<file path="config.mk">
export PLATFORM = sky130hd
export DESIGN_NAME = privileged_address_segment_decoder
export DESIGN_NICKNAME = d
export VERILOG_FILES = /design/src/hw/seg_decode_pkg.sv /design/src/hw/privileged_address_segment_decoder.sv
export SDC_FILE = /design/constraint.sdc
export NUM_CORES = 1
export LEC_CHECK = 0
export ABC_CLOCK_PERIOD_IN_PS = 4900
export BUFFER_PORTS_ARGS = -buffer_cell sky130_fd_sc_hd__buf_4
export CAP_MARGIN = 20
export CELL_PAD_IN_SITES_DETAIL_PLACEMENT = 0
export CELL_PAD_IN_SITES_GLOBAL_PLACEMENT = 1
export CORE_AREA = 2 2 123 125
export DETAILED_ROUTE_END_ITERATION = 6
export DIE_AREA = 0 0 125 127
export HOLD_SLACK_MARGIN = 0.06
export PLACE_DENSITY = 0.87
export SYNTH_ARGS = -nofsm -noshare
export SYNTH_HDL_FRONTEND = slang
export SYNTH_SLANG_ARGS = --single-unit
export TNS_END_PERCENT = 10
</file>
<file path="constraint.sdc">
create_clock -name mclk -period 4.9 [get_ports mclk]
set_input_delay 0.735 -clock mclk [delete_from_list [all_inputs] [get_ports mclk]]
set_output_delay 0.735 -clock mclk [all_outputs]
set_load 0.01 [all_outputs]
</file>
<file path="src/hw/seg_decode_pkg.sv">
package seg_decode_pkg;

  // Register byte offsets
  localparam logic [3:0] OFS_STATUS = 4'h0;
  localparam logic [3:0] OFS_SPACE  = 4'h4;
  localparam logic [3:0] OFS_CONFIG = 4'h8;
  localparam logic [3:0] OFS_RESULT = 4'hC;

  // Status register field positions
  localparam int POS_EXL   = 1;
  localparam int POS_ERL   = 2;
  localparam int POS_PRIV  = 3;
  localparam int POS_SWIDE = 5;
  localparam int POS_KWIDE = 7;

  // Reset values
  localparam logic [1:0] RST_PRIV  = 2'h0;
  localparam logic       RST_EXL   = 1'b0;
  localparam logic       RST_ERL   = 1'b1;
  localparam logic       RST_SWIDE = 1'b0;
  localparam logic       RST_KWIDE = 1'b0;
  localparam logic [7:0] RST_SPACE = 8'h00;
  localparam logic [2:0] RST_K0    = 3'h2;

  // Privilege level field codes
  localparam logic [1:0] PRIV_KERNEL = 2'h0;
  localparam logic [1:0] PRIV_SUPER  = 2'h1;
  localparam logic [1:0] PRIV_USER   = 2'h2;

  // Cache attribute meaning uncached
  localparam logic [2:0] CACHE_UNCACHED = 3'h2;

  // Fixed address patterns
  localparam logic [31:0] DIRECT_CACHED_KERNEL_SEGMENT_BASE   = 32'h8000_0000;
  localparam logic [31:0] UNCACHED_DIRECT_KERNEL_SEGMENT_BASE   = 32'hA000_0000;
  localparam logic [9:0]  DEBUG_TOP10  = 10'h3FC;
  localparam logic [34:0] CSSEG_TOP35  = 35'h7_FFFF_FFFE;
  localparam logic [31:0] ONES32       = 32'hFFFF_FFFF;

  typedef enum logic [3:0] {
    SEG_NONE   = 4'b0000,
    SEG_SUSEG  = 4'b0001,
    SEG_SSEG   = 4'b0010,
    SEG_XSUSEG = 4'b0011,
    SEG_XSSEG  = 4'b0100,
    SEG_CSSEG  = 4'b0101,
    SEG_KUSEG  = 4'b0110,
    SEG_KDIRC  = 4'b0111,
    SEG_KDIRU  = 4'b1000,
    SEG_KSSEG  = 4'b1001,
    SEG_KMAP   = 4'b1010,
    SEG_DEBUG  = 4'b1011,
    SEG_XKPHYS = 4'b1100,
    SEG_XKMAP  = 4'b1101,
    SEG_USEG   = 4'b1110
  } segment_e;

  typedef enum logic [1:0] {
    MODE_KERNEL = 2'b00,
    MODE_SUPER  = 2'b01,
    MODE_USER   = 2'b10
  } mode_e;

  typedef struct packed {
    logic        valid;
    logic [63:0] vaddr;
  } xlate_req_s;

  typedef struct packed {
    logic        valid;
    logic        addr_error;
    logic        mapped;
    logic        wide_refill;
    logic        cache_from_tlb;
    logic [2:0]  cache_attr;
    logic [7:0]  space_identifier;
    logic [63:0] addr;
    segment_e    segment;
    mode_e       mode;
  } xlate_res_s;

endpackage

</file>
<file path="src/hw/privileged_address_segment_decoder.sv">
// Notes on behaviour
// - Supervisor when privilege field is 01 and both level bits are clear.
// - Supervisor wide bit picks 32 or 64-bit segments and refill handler.
// - Supervisor references go through the TLB; cacheability from the TLB entry.
// - 32-bit mode: bits 63-32 must copy bit 31, else address error.
// - Supervisor 32-bit, bit 31 clear: mapped 2 GB user segment with space id.
// - Supervisor 32-bit, top bits 110: mapped 512 MB supervisor segment.
// - Supervisor 64-bit, bits 63-62 00: mapped 1 TB user segment.
// - Supervisor 64-bit, bits 63-62 01: mapped 1 TB supervisor segment.
// - Supervisor 64-bit, bits 63-62 11: separate supervisor segment, mapped.
// - Kernel when privilege field 00 or either level bit set.
// - Kernel wide bit picks 32 or 64-bit kernel segments and refill handler.
// - Exceptions force kernel; exception return clears level bit, restoring mode.
// - Kernel 32-bit, bit 31 clear: mapped 2 GB kernel user segment.
// - Error level set turns the low 2 GB of kernel user segment unmapped, uncached, identity.
// - Kernel top bits 100: unmapped, minus 0x80000000, configured cache attribute.
// - Kernel top bits 101: 512 MB uncached direct segment.
// - Kernel top bits 110 and 111: supervisor and mapped kernel segments.
// - 0xFF000000-0xFF3FFFFF and 64-bit counterpart are unmapped, uncached.
// - Uncached direct segment bypasses TLB, address minus 0xA0000000.
// - Top bits 110, and 111 outside the debug range, go through TLB with space id appended.
`timescale 1ns/100ps
`default_nettype none

module privileged_address_segment_decoder (
  input  wire logic                       mclk,
  input  wire logic                       rst_n,
  // Avalon-MM register slave
  input  wire logic [3:0]                 avs_address,
  input  wire logic                       avs_read,
  input  wire logic                       avs_write,
  input  wire logic [31:0]                avs_writedata,
  input  wire logic [3:0]                 avs_byteenable,
  output logic [31:0]                     avs_readdata,
  output logic                            avs_waitrequest,
  // Pipeline events
  input  wire logic                       exception_event,
  input  wire logic                       exception_return,
  // Translation request and result
  input  wire seg_decode_pkg::xlate_req_s xlate_req,
  output seg_decode_pkg::xlate_res_s      xlate_res
);

  logic        rst_meta_q;
  logic        rst_sync_q;
  logic [1:0]  priv_q;
  logic        exl_q;
  logic        erl_q;
  logic        swide_q;
  logic        kwide_q;
  logic [7:0]  space_q;
  logic [2:0]  k0_q;
  logic        wait_q;
  logic [31:0] rdata_q;
  logic        acc_go;
  logic        wr_lane0;
  seg_decode_pkg::xlate_res_s res_d;
  seg_decode_pkg::xlate_res_s res_q;

  // Reset release through two flops
  always_ff @(posedge mclk or negedge rst_n) begin
    if (!rst_n) begin
      rst_meta_q <= 1'b0;
      rst_sync_q <= 1'b0;
    end else begin
      rst_meta_q <= 1'b1;
      rst_sync_q <= rst_meta_q;
    end
  end

  // Access completes on the cycle waitrequest is low
  assign acc_go   = (avs_read || avs_write) && !wait_q;
  assign wr_lane0 = acc_go && avs_write && avs_byteenable[0];

  // Fresh copy of a 32-bit kernel-style decode of the low word
  function automatic seg_decode_pkg::xlate_res_s kern32(input logic [63:0] va,
                                                       input logic error_level_bit,
                                                       input logic [2:0] k0);
    seg_decode_pkg::xlate_res_s r;
    r = '0;
    r.mapped         = 1'b1;
    r.cache_from_tlb = 1'b1;
    r.addr           = va;
    if (!va[31]) begin
      r.segment = seg_decode_pkg::SEG_KUSEG;
      if (error_level_bit) begin
        r.mapped         = 1'b0;
        r.cache_from_tlb = 1'b0;
        r.cache_attr     = seg_decode_pkg::CACHE_UNCACHED;
        r.addr           = {32'h0000_0000, va[31:0]};
      end
    end else begin
      case (va[30:29])
        2'b00: begin
          r.segment        = seg_decode_pkg::SEG_KDIRC;
          r.mapped         = 1'b0;
          r.cache_from_tlb = 1'b0;
          r.cache_attr     = k0;
          r.addr           = {32'h0000_0000, va[31:0] - seg_decode_pkg::DIRECT_CACHED_KERNEL_SEGMENT_BASE};
        end
        2'b01: begin
          r.segment        = seg_decode_pkg::SEG_KDIRU;
          r.mapped         = 1'b0;
          r.cache_from_tlb = 1'b0;
          r.cache_attr     = seg_decode_pkg::CACHE_UNCACHED;
          r.addr           = {32'h0000_0000, va[31:0] - seg_decode_pkg::UNCACHED_DIRECT_KERNEL_SEGMENT_BASE};
        end
        2'b10: begin
          r.segment = seg_decode_pkg::SEG_KSSEG;
        end
        default: begin
          if (va[31:22] == seg_decode_pkg::DEBUG_TOP10) begin
            r.segment        = seg_decode_pkg::SEG_DEBUG;
            r.mapped         = 1'b0;
            r.cache_from_tlb = 1'b0;
            r.cache_attr     = seg_decode_pkg::CACHE_UNCACHED;
            r.addr           = {32'h0000_0000, va[31:0]};
          end else begin
            r.segment = seg_decode_pkg::SEG_KMAP;
          end
        end
      endcase
    end
    return r;
  endfunction

  // 32-bit sign extension check
  function automatic logic sext_bad(input logic [63:0] va);
    return va[63:32] != {32{va[31]}};
  endfunction

  // Mode selection and segment decode
  always_comb begin
    logic kern;
    logic sup_mode;
    logic [63:0] va;
    kern     = (priv_q == seg_decode_pkg::PRIV_KERNEL) || exl_q || erl_q;
    sup_mode = (priv_q == seg_decode_pkg::PRIV_SUPER) && !exl_q && !erl_q;
    va    = xlate_req.vaddr;
    res_d = '0;
    res_d.addr           = va;
    res_d.mapped         = 1'b1;
    res_d.cache_from_tlb = 1'b1;
    if (kern) begin
      res_d.mode = seg_decode_pkg::MODE_KERNEL;
      if (!kwide_q) begin
        res_d             = kern32(va, erl_q, k0_q);
        res_d.addr_error  = sext_bad(va);
      end else begin
        res_d.wide_refill = 1'b1;
        case (va[63:62])
          2'b00: begin
            res_d.segment = seg_decode_pkg::SEG_KUSEG;
            if (erl_q && va[61:31] == '0) begin
              res_d.mapped         = 1'b0;
              res_d.cache_from_tlb = 1'b0;
              res_d.cache_attr     = seg_decode_pkg::CACHE_UNCACHED;
            end
          end
          2'b01: res_d.segment = seg_decode_pkg::SEG_XKMAP;
          2'b10: begin
            res_d.segment        = seg_decode_pkg::SEG_XKPHYS;
            res_d.mapped         = 1'b0;
            res_d.cache_from_tlb = 1'b0;
            res_d.cache_attr     = va[61:59];
            res_d.addr           = {28'h000_0000, va[35:0]};
            res_d.addr_error     = va[58:36] != '0;
          end
          default: begin
            if (va[61:31] == ONES31()) begin
              res_d             = kern32(va, 1'b0, k0_q);
              res_d.wide_refill = 1'b1;
            end else begin
              res_d.segment = seg_decode_pkg::SEG_XKMAP;
            end
          end
        endcase
        res_d.mode = seg_decode_pkg::MODE_KERNEL;
      end
      res_d.mode = seg_decode_pkg::MODE_KERNEL;
    end else if (sup_mode) begin
      res_d.mode = seg_decode_pkg::MODE_SUPER;
      if (!swide_q) begin
        res_d.addr_error = sext_bad(va);
        if (!va[31]) begin
          res_d.segment = seg_decode_pkg::SEG_SUSEG;
        end else if (va[30:29] == 2'b10) begin
          res_d.segment = seg_decode_pkg::SEG_SSEG;
        end else begin
          res_d.addr_error = 1'b1;
        end
      end else begin
        res_d.wide_refill = 1'b1;
        case (va[63:62])
          2'b00: begin
            res_d.segment    = seg_decode_pkg::SEG_XSUSEG;
            res_d.addr_error = va[61:40] != '0;
          end
          2'b01: begin
            res_d.segment    = seg_decode_pkg::SEG_XSSEG;
            res_d.addr_error = va[61:40] != '0;
          end
          2'b11: begin
            res_d.segment    = seg_decode_pkg::SEG_CSSEG;
            res_d.addr_error = va[63:29] != seg_decode_pkg::CSSEG_TOP35;
          end
          default: res_d.addr_error = 1'b1;
        endcase
      end
    end else begin
      res_d.mode = seg_decode_pkg::MODE_USER;
      res_d.segment    = seg_decode_pkg::SEG_USEG;
      res_d.addr_error = sext_bad(va) || va[31];
    end
    res_d.space_identifier = res_d.mapped ? space_q : 8'h00;
    if (res_d.addr_error) begin
      res_d.mapped         = 1'b0;
      res_d.cache_from_tlb = 1'b0;
    end
    res_d.valid = xlate_req.valid;
  end

  // All ones for bits 61..31
  function automatic logic [30:0] ONES31();
    return seg_decode_pkg::ONES32[30:0];
  endfunction

  // Translation result register
  always_ff @(posedge mclk or negedge rst_sync_q) begin
    if (!rst_sync_q) begin
      res_q <= '0;
    end else begin
      res_q <= res_d;
    end
  end

  // Privilege level, width bits and exception levels
  always_ff @(posedge mclk or negedge rst_sync_q) begin
    if (!rst_sync_q) begin
      priv_q  <= seg_decode_pkg::RST_PRIV;
      exl_q   <= seg_decode_pkg::RST_EXL;
      erl_q   <= seg_decode_pkg::RST_ERL;
      swide_q <= seg_decode_pkg::RST_SWIDE;
      kwide_q <= seg_decode_pkg::RST_KWIDE;
    end else begin
      if (wr_lane0 && avs_address == seg_decode_pkg::OFS_STATUS) begin
        priv_q  <= avs_writedata[seg_decode_pkg::POS_PRIV +: 2];
        exl_q   <= avs_writedata[seg_decode_pkg::POS_EXL];
        erl_q   <= avs_writedata[seg_decode_pkg::POS_ERL];
        swide_q <= avs_writedata[seg_decode_pkg::POS_SWIDE];
        kwide_q <= avs_writedata[seg_decode_pkg::POS_KWIDE];
      end
      if (exception_return) begin
        if (erl_q) begin
          erl_q <= 1'b0;
        end else begin
          exl_q <= 1'b0;
        end
      end
      if (exception_event) begin
        exl_q <= 1'b1;
      end
    end
  end

  // Space identifier and unmapped cache attribute
  always_ff @(posedge mclk or negedge rst_sync_q) begin
    if (!rst_sync_q) begin
      space_q <= seg_decode_pkg::RST_SPACE;
      k0_q    <= seg_decode_pkg::RST_K0;
    end else begin
      if (wr_lane0 && avs_address == seg_decode_pkg::OFS_SPACE) begin
        space_q <= avs_writedata[7:0];
      end
      if (wr_lane0 && avs_address == seg_decode_pkg::OFS_CONFIG) begin
        k0_q <= avs_writedata[2:0];
      end
    end
  end

  // Bus handshake: one wait cycle, then completion
  always_ff @(posedge mclk or negedge rst_sync_q) begin
    if (!rst_sync_q) begin
      wait_q  <= 1'b1;
      rdata_q <= 32'h0000_0000;
    end else begin
      wait_q <= !((avs_read || avs_write) && wait_q);
      if ((avs_read || avs_write) && wait_q) begin
        case (avs_address)
          seg_decode_pkg::OFS_STATUS:
            rdata_q <= {24'h00_0000, kwide_q, 1'b0, swide_q, priv_q, erl_q, exl_q, 1'b0};
          seg_decode_pkg::OFS_SPACE:  rdata_q <= {24'h00_0000, space_q};
          seg_decode_pkg::OFS_CONFIG: rdata_q <= {29'h0000_0000, k0_q};
          seg_decode_pkg::OFS_RESULT:
            rdata_q <= {22'h00_0000, res_q.mode, res_q.addr_error, res_q.mapped,
                        res_q.wide_refill, res_q.valid, res_q.segment};
          default: rdata_q <= 32'h0000_0000;
        endcase
      end
    end
  end

  assign avs_readdata    = rdata_q;
  assign avs_waitrequest = wait_q;
  assign xlate_res       = res_q;

endmodule

`default_nettype wire

</file>
==> impl_metrics.env <==
export IMPL_outcome="complete, no violations"
export IMPL_viasPerCell=5.02
export IMPL_postCtsSetupBuffers=0
export IMPL_grt_use_total=0.174
export IMPL_die_w_um=125
export IMPL_synth_cells=410
export IMPL_reg2reg_from="kwide_q$_DFFE_PN0P_"
export IMPL_gp_congestion=0.888
export IMPL_n_antenna_cell=0
export IMPL_drtPass1Iterations=5
export IMPL_synth_edf_count=0
export IMPL_final_nets=721
export IMPL_critical_path_class="in -> reg"
export IMPL_hold_path_class="in -> async"
export IMPL_critPathCaptureType="register"
export IMPL_finalMaxSlewViolations=0
export IMPL_setup_slack_ns=2.09
export IMPL_root_buffer="clkbuf_16"
export IMPL_clock_power_share=0.437
export IMPL_clkTransAtPathRegs_ns=0.05
export IMPL_rsz0062_at_grt="no"
export IMPL_p_total_mw=3.00
export IMPL_initial_utilization=0.345
export IMPL_cts_hold_buf=0
export IMPL_yosys_most_used_dff="dfrtp_1"
export IMPL_slew_limit_headroom=0.399
export IMPL_core_area_sq_um=14400
export IMPL_ys_top_cells_by_area="dfrtp_1 57%, buf_4 3.9%, nor2b_1 3.8%"
export IMPL_dp_slack_ns=1.59
export IMPL_p_int_mw=2.21
export IMPL_row_count=44
export IMPL_port_buffer_count=180
export IMPL_place_inst=760
export IMPL_worstPathMaxFanout=18
export IMPL_antenna_found_initial=0
export IMPL_vias=3985
export IMPL_io_pins=230
export IMPL_cts_max_level=4
export IMPL_yosys_area_top_type="dfrtp_1"
export IMPL_p_sw_mw=0.787
export IMPL_grt_pass1_vias=3984
export IMPL_finalCriticalPeriod_ns=2.81
export IMPL_routed_wirelength_um=13600
export IMPL_die_area_sq_um=15900
export IMPL_leakagePower_nw=3.41
export IMPL_fin_cells=794
export IMPL_seq_area_frac_synth=0.584
export IMPL_timing_rr_end="xlate_res[68]$_DFF_PN0_"
export IMPL_setup_violations=0
export IMPL_finalHoldViolCount=0
export IMPL_p_per_area_nw_per_um2=424
export IMPL_overflow=0
export IMPL_synth_area_sq_um=4980
export IMPL_worstPathArrival_ns=3.04
export IMPL_hpwl_um=10200
export IMPL_cts_tree="built"
export IMPL_yosysWarnings=0
export IMPL_worst_setup_path_start_kind="input port"
export IMPL_clkLatencyLatePin_ns=0.42
export IMPL_required_ns=5.13
export IMPL_wl_per_cell_um=17.2
export IMPL_p_seq_frac=0.384
export IMPL_layout_drive_gt1_share=0.407
export IMPL_grt_pass1_wl_um=21300
export IMPL_ir_worst_vdd_mv=0.216
export IMPL_cts_buffers=17
export IMPL_switching_share=0.263
export IMPL_fin_worst_skew_ns=0.00781
export IMPL_die_h_um=127
export IMPL_cap_violations=0
export IMPL_fmax_mhz=356
export IMPL_reg2reg_slack_ns=2.36
export IMPL_post_cts_resized=0
export IMPL_yosysMostFrequentCell="dfrtp_1"
export IMPL_tightest_slew_ns=0.902
export IMPL_cts_sinks=116
export IMPL_ys_async_sr_fraction=1.00
export IMPL_r2r_cells=5
export IMPL_synth_area_per_cell_sq_um=12.1
export IMPL_ant_nets=0
export IMPL_cts_path_max_buffers=2
export IMPL_final_setup_tns_ns=0
export IMPL_ys_ff_latch=116
export IMPL_post_route_period_util=0.574
export IMPL_drt_iter0_markers=251
export IMPL_synth_distinct_cells=57
export IMPL_drc=0
export IMPL_grt_max_degree=60
export IMPL_combPwrFrac=0.179
export IMPL_yosys_top_cells_count="113 x dfrtp_1, 30 x nor2b_1, 26 x buf_4"
export IMPL_synth_top_area_share=0.568
export IMPL_synthToLayoutAreaGrowth_pct=42.1
## per-stage QoR
stage,area [sq um],hold WS (ns),utilization
2_1_floorplan,5060,0.331,-
3_3_place_gp,6410,0.337,0.445
3_5_place_dp,6420,0.336,0.445
4_1_cts,7050,0.0718,0.489
5_1_grt,7070,0.0718,0.490
6_report,7070,0.0909,0.490
## layer usage
layer	GRT usage	part of all wire	up-vias
li1	-	-	1803
met1	0.210	0.40	1957
met2	0.281	0.49	197
met3	0.0687	0.083	28
met4	0.0706	0.023	0
met5	0	0	-
## worst max-delay path, cell delays in order
cell and delay, ns:
buf_4 0.20, ha_1 0.18, nand3_1 0.11, nor4_4 0.45, o2111ai_1 0.28, a21oi_1 0.79
o21ai_0 0.27
## power groups by stage
stage                     combinational, mW  sequential (mW)  clock (mW)
after detailed placement              0.534             1.17           0
final                                 0.536             1.15        1.31
after floorplan                       0.226             1.20           0
after CTS                             0.537             1.15        1.33
after global routing                  0.584             1.16        1.38
after global placement                0.527             1.16           0
## cells by family (layout without fill, tap and decap cells)
kind of cell / after synthesis / count (layout) / synth area share
flops: 116 / 116 / 0.584
compound gates: 83 / 83 / 0.125
buf+inv: 49 / 228 / 0.0573
fa+ha+maj: 13 / 13 / 0.0327
other cells: 2 / 23 / 0.00151
mux: 24 / 24 / 0.0571
simple gates: 123 / 123 / 0.143
## registers in the layout, indices dropped and copies added, names as in the netlist
register	cells
avs_readdata	10
avs_waitrequest	1
erl_q	1
exl_q	1
k0_q	3
kwide_q	1
priv_q	2
rst_meta_q	1
rst_sync_q	1
space_q	8
swide_q	1
xlate_res	86
## placed cells by master (no fill, tap or decap), types with 4 or more instances in the layout
cell / netlist / routed
nor2b_1: 30 / 30
nand2_1: 21 / 21
a21boi_0: 11 / 11
inv_1: 11 / 11
nand3_1: 10 / 10
ha_1: 13 / 13
o21bai_1: 4 / 4
bufinv_16: 0 / 4
nor4_1: 8 / 8
mux2i_1: 7 / 7
nor2_1: 20 / 20
o21ai_0: 14 / 14
clkbuf_16: 0 / 17
a22o_1: 7 / 7
clkinv_2: 0 / 4
buf_4: 26 / 182
nand4_1: 10 / 10
dfrtp_1: 113 / 112
nor3_1: 4 / 4
mux2_2: 15 / 15
a21oi_1: 13 / 13
conb_1: 2 / 23
## worst max path at each step
stage / endpoint / startpoint / slack (ns) / cells past startpoint
3_5_place_dp: xlate_res[68]$_DFF_PN0_ / xlate_req[31] / 1.59 / 7
2_1_floorplan: avs_readdata[0]$_DFFE_PN0P_ / rst_sync_q$_DFF_PN0_ / 1.43 / 0
5_1_grt: xlate_res[68]$_DFF_PN0_ / xlate_req[31] / 1.82 / 7
4_1_cts: xlate_res[68]$_DFF_PN0_ / xlate_req[31] / 2.03 / 7
3_3_place_gp: xlate_res[62]$_DFF_PN0_ / xlate_req[31] / 1.63 / 7
6_report: xlate_res[68]$_DFF_PN0_ / xlate_req[31] / 2.09 / 7
## layout make-up
type | instances | area, sq um
Timing Repair Buffer | 185 | 1390
Multi-Input combinational cell | 266 | 1860
Sequential cell | 116 | 2910
Clock inverter | 13 | 181
Inverter | 11 | 41.3
Tap cell | 184 | 230
Clock buffer | 19 | 453
Fill cell | 1275 | 7350
(Power assumes the default switching activity.)
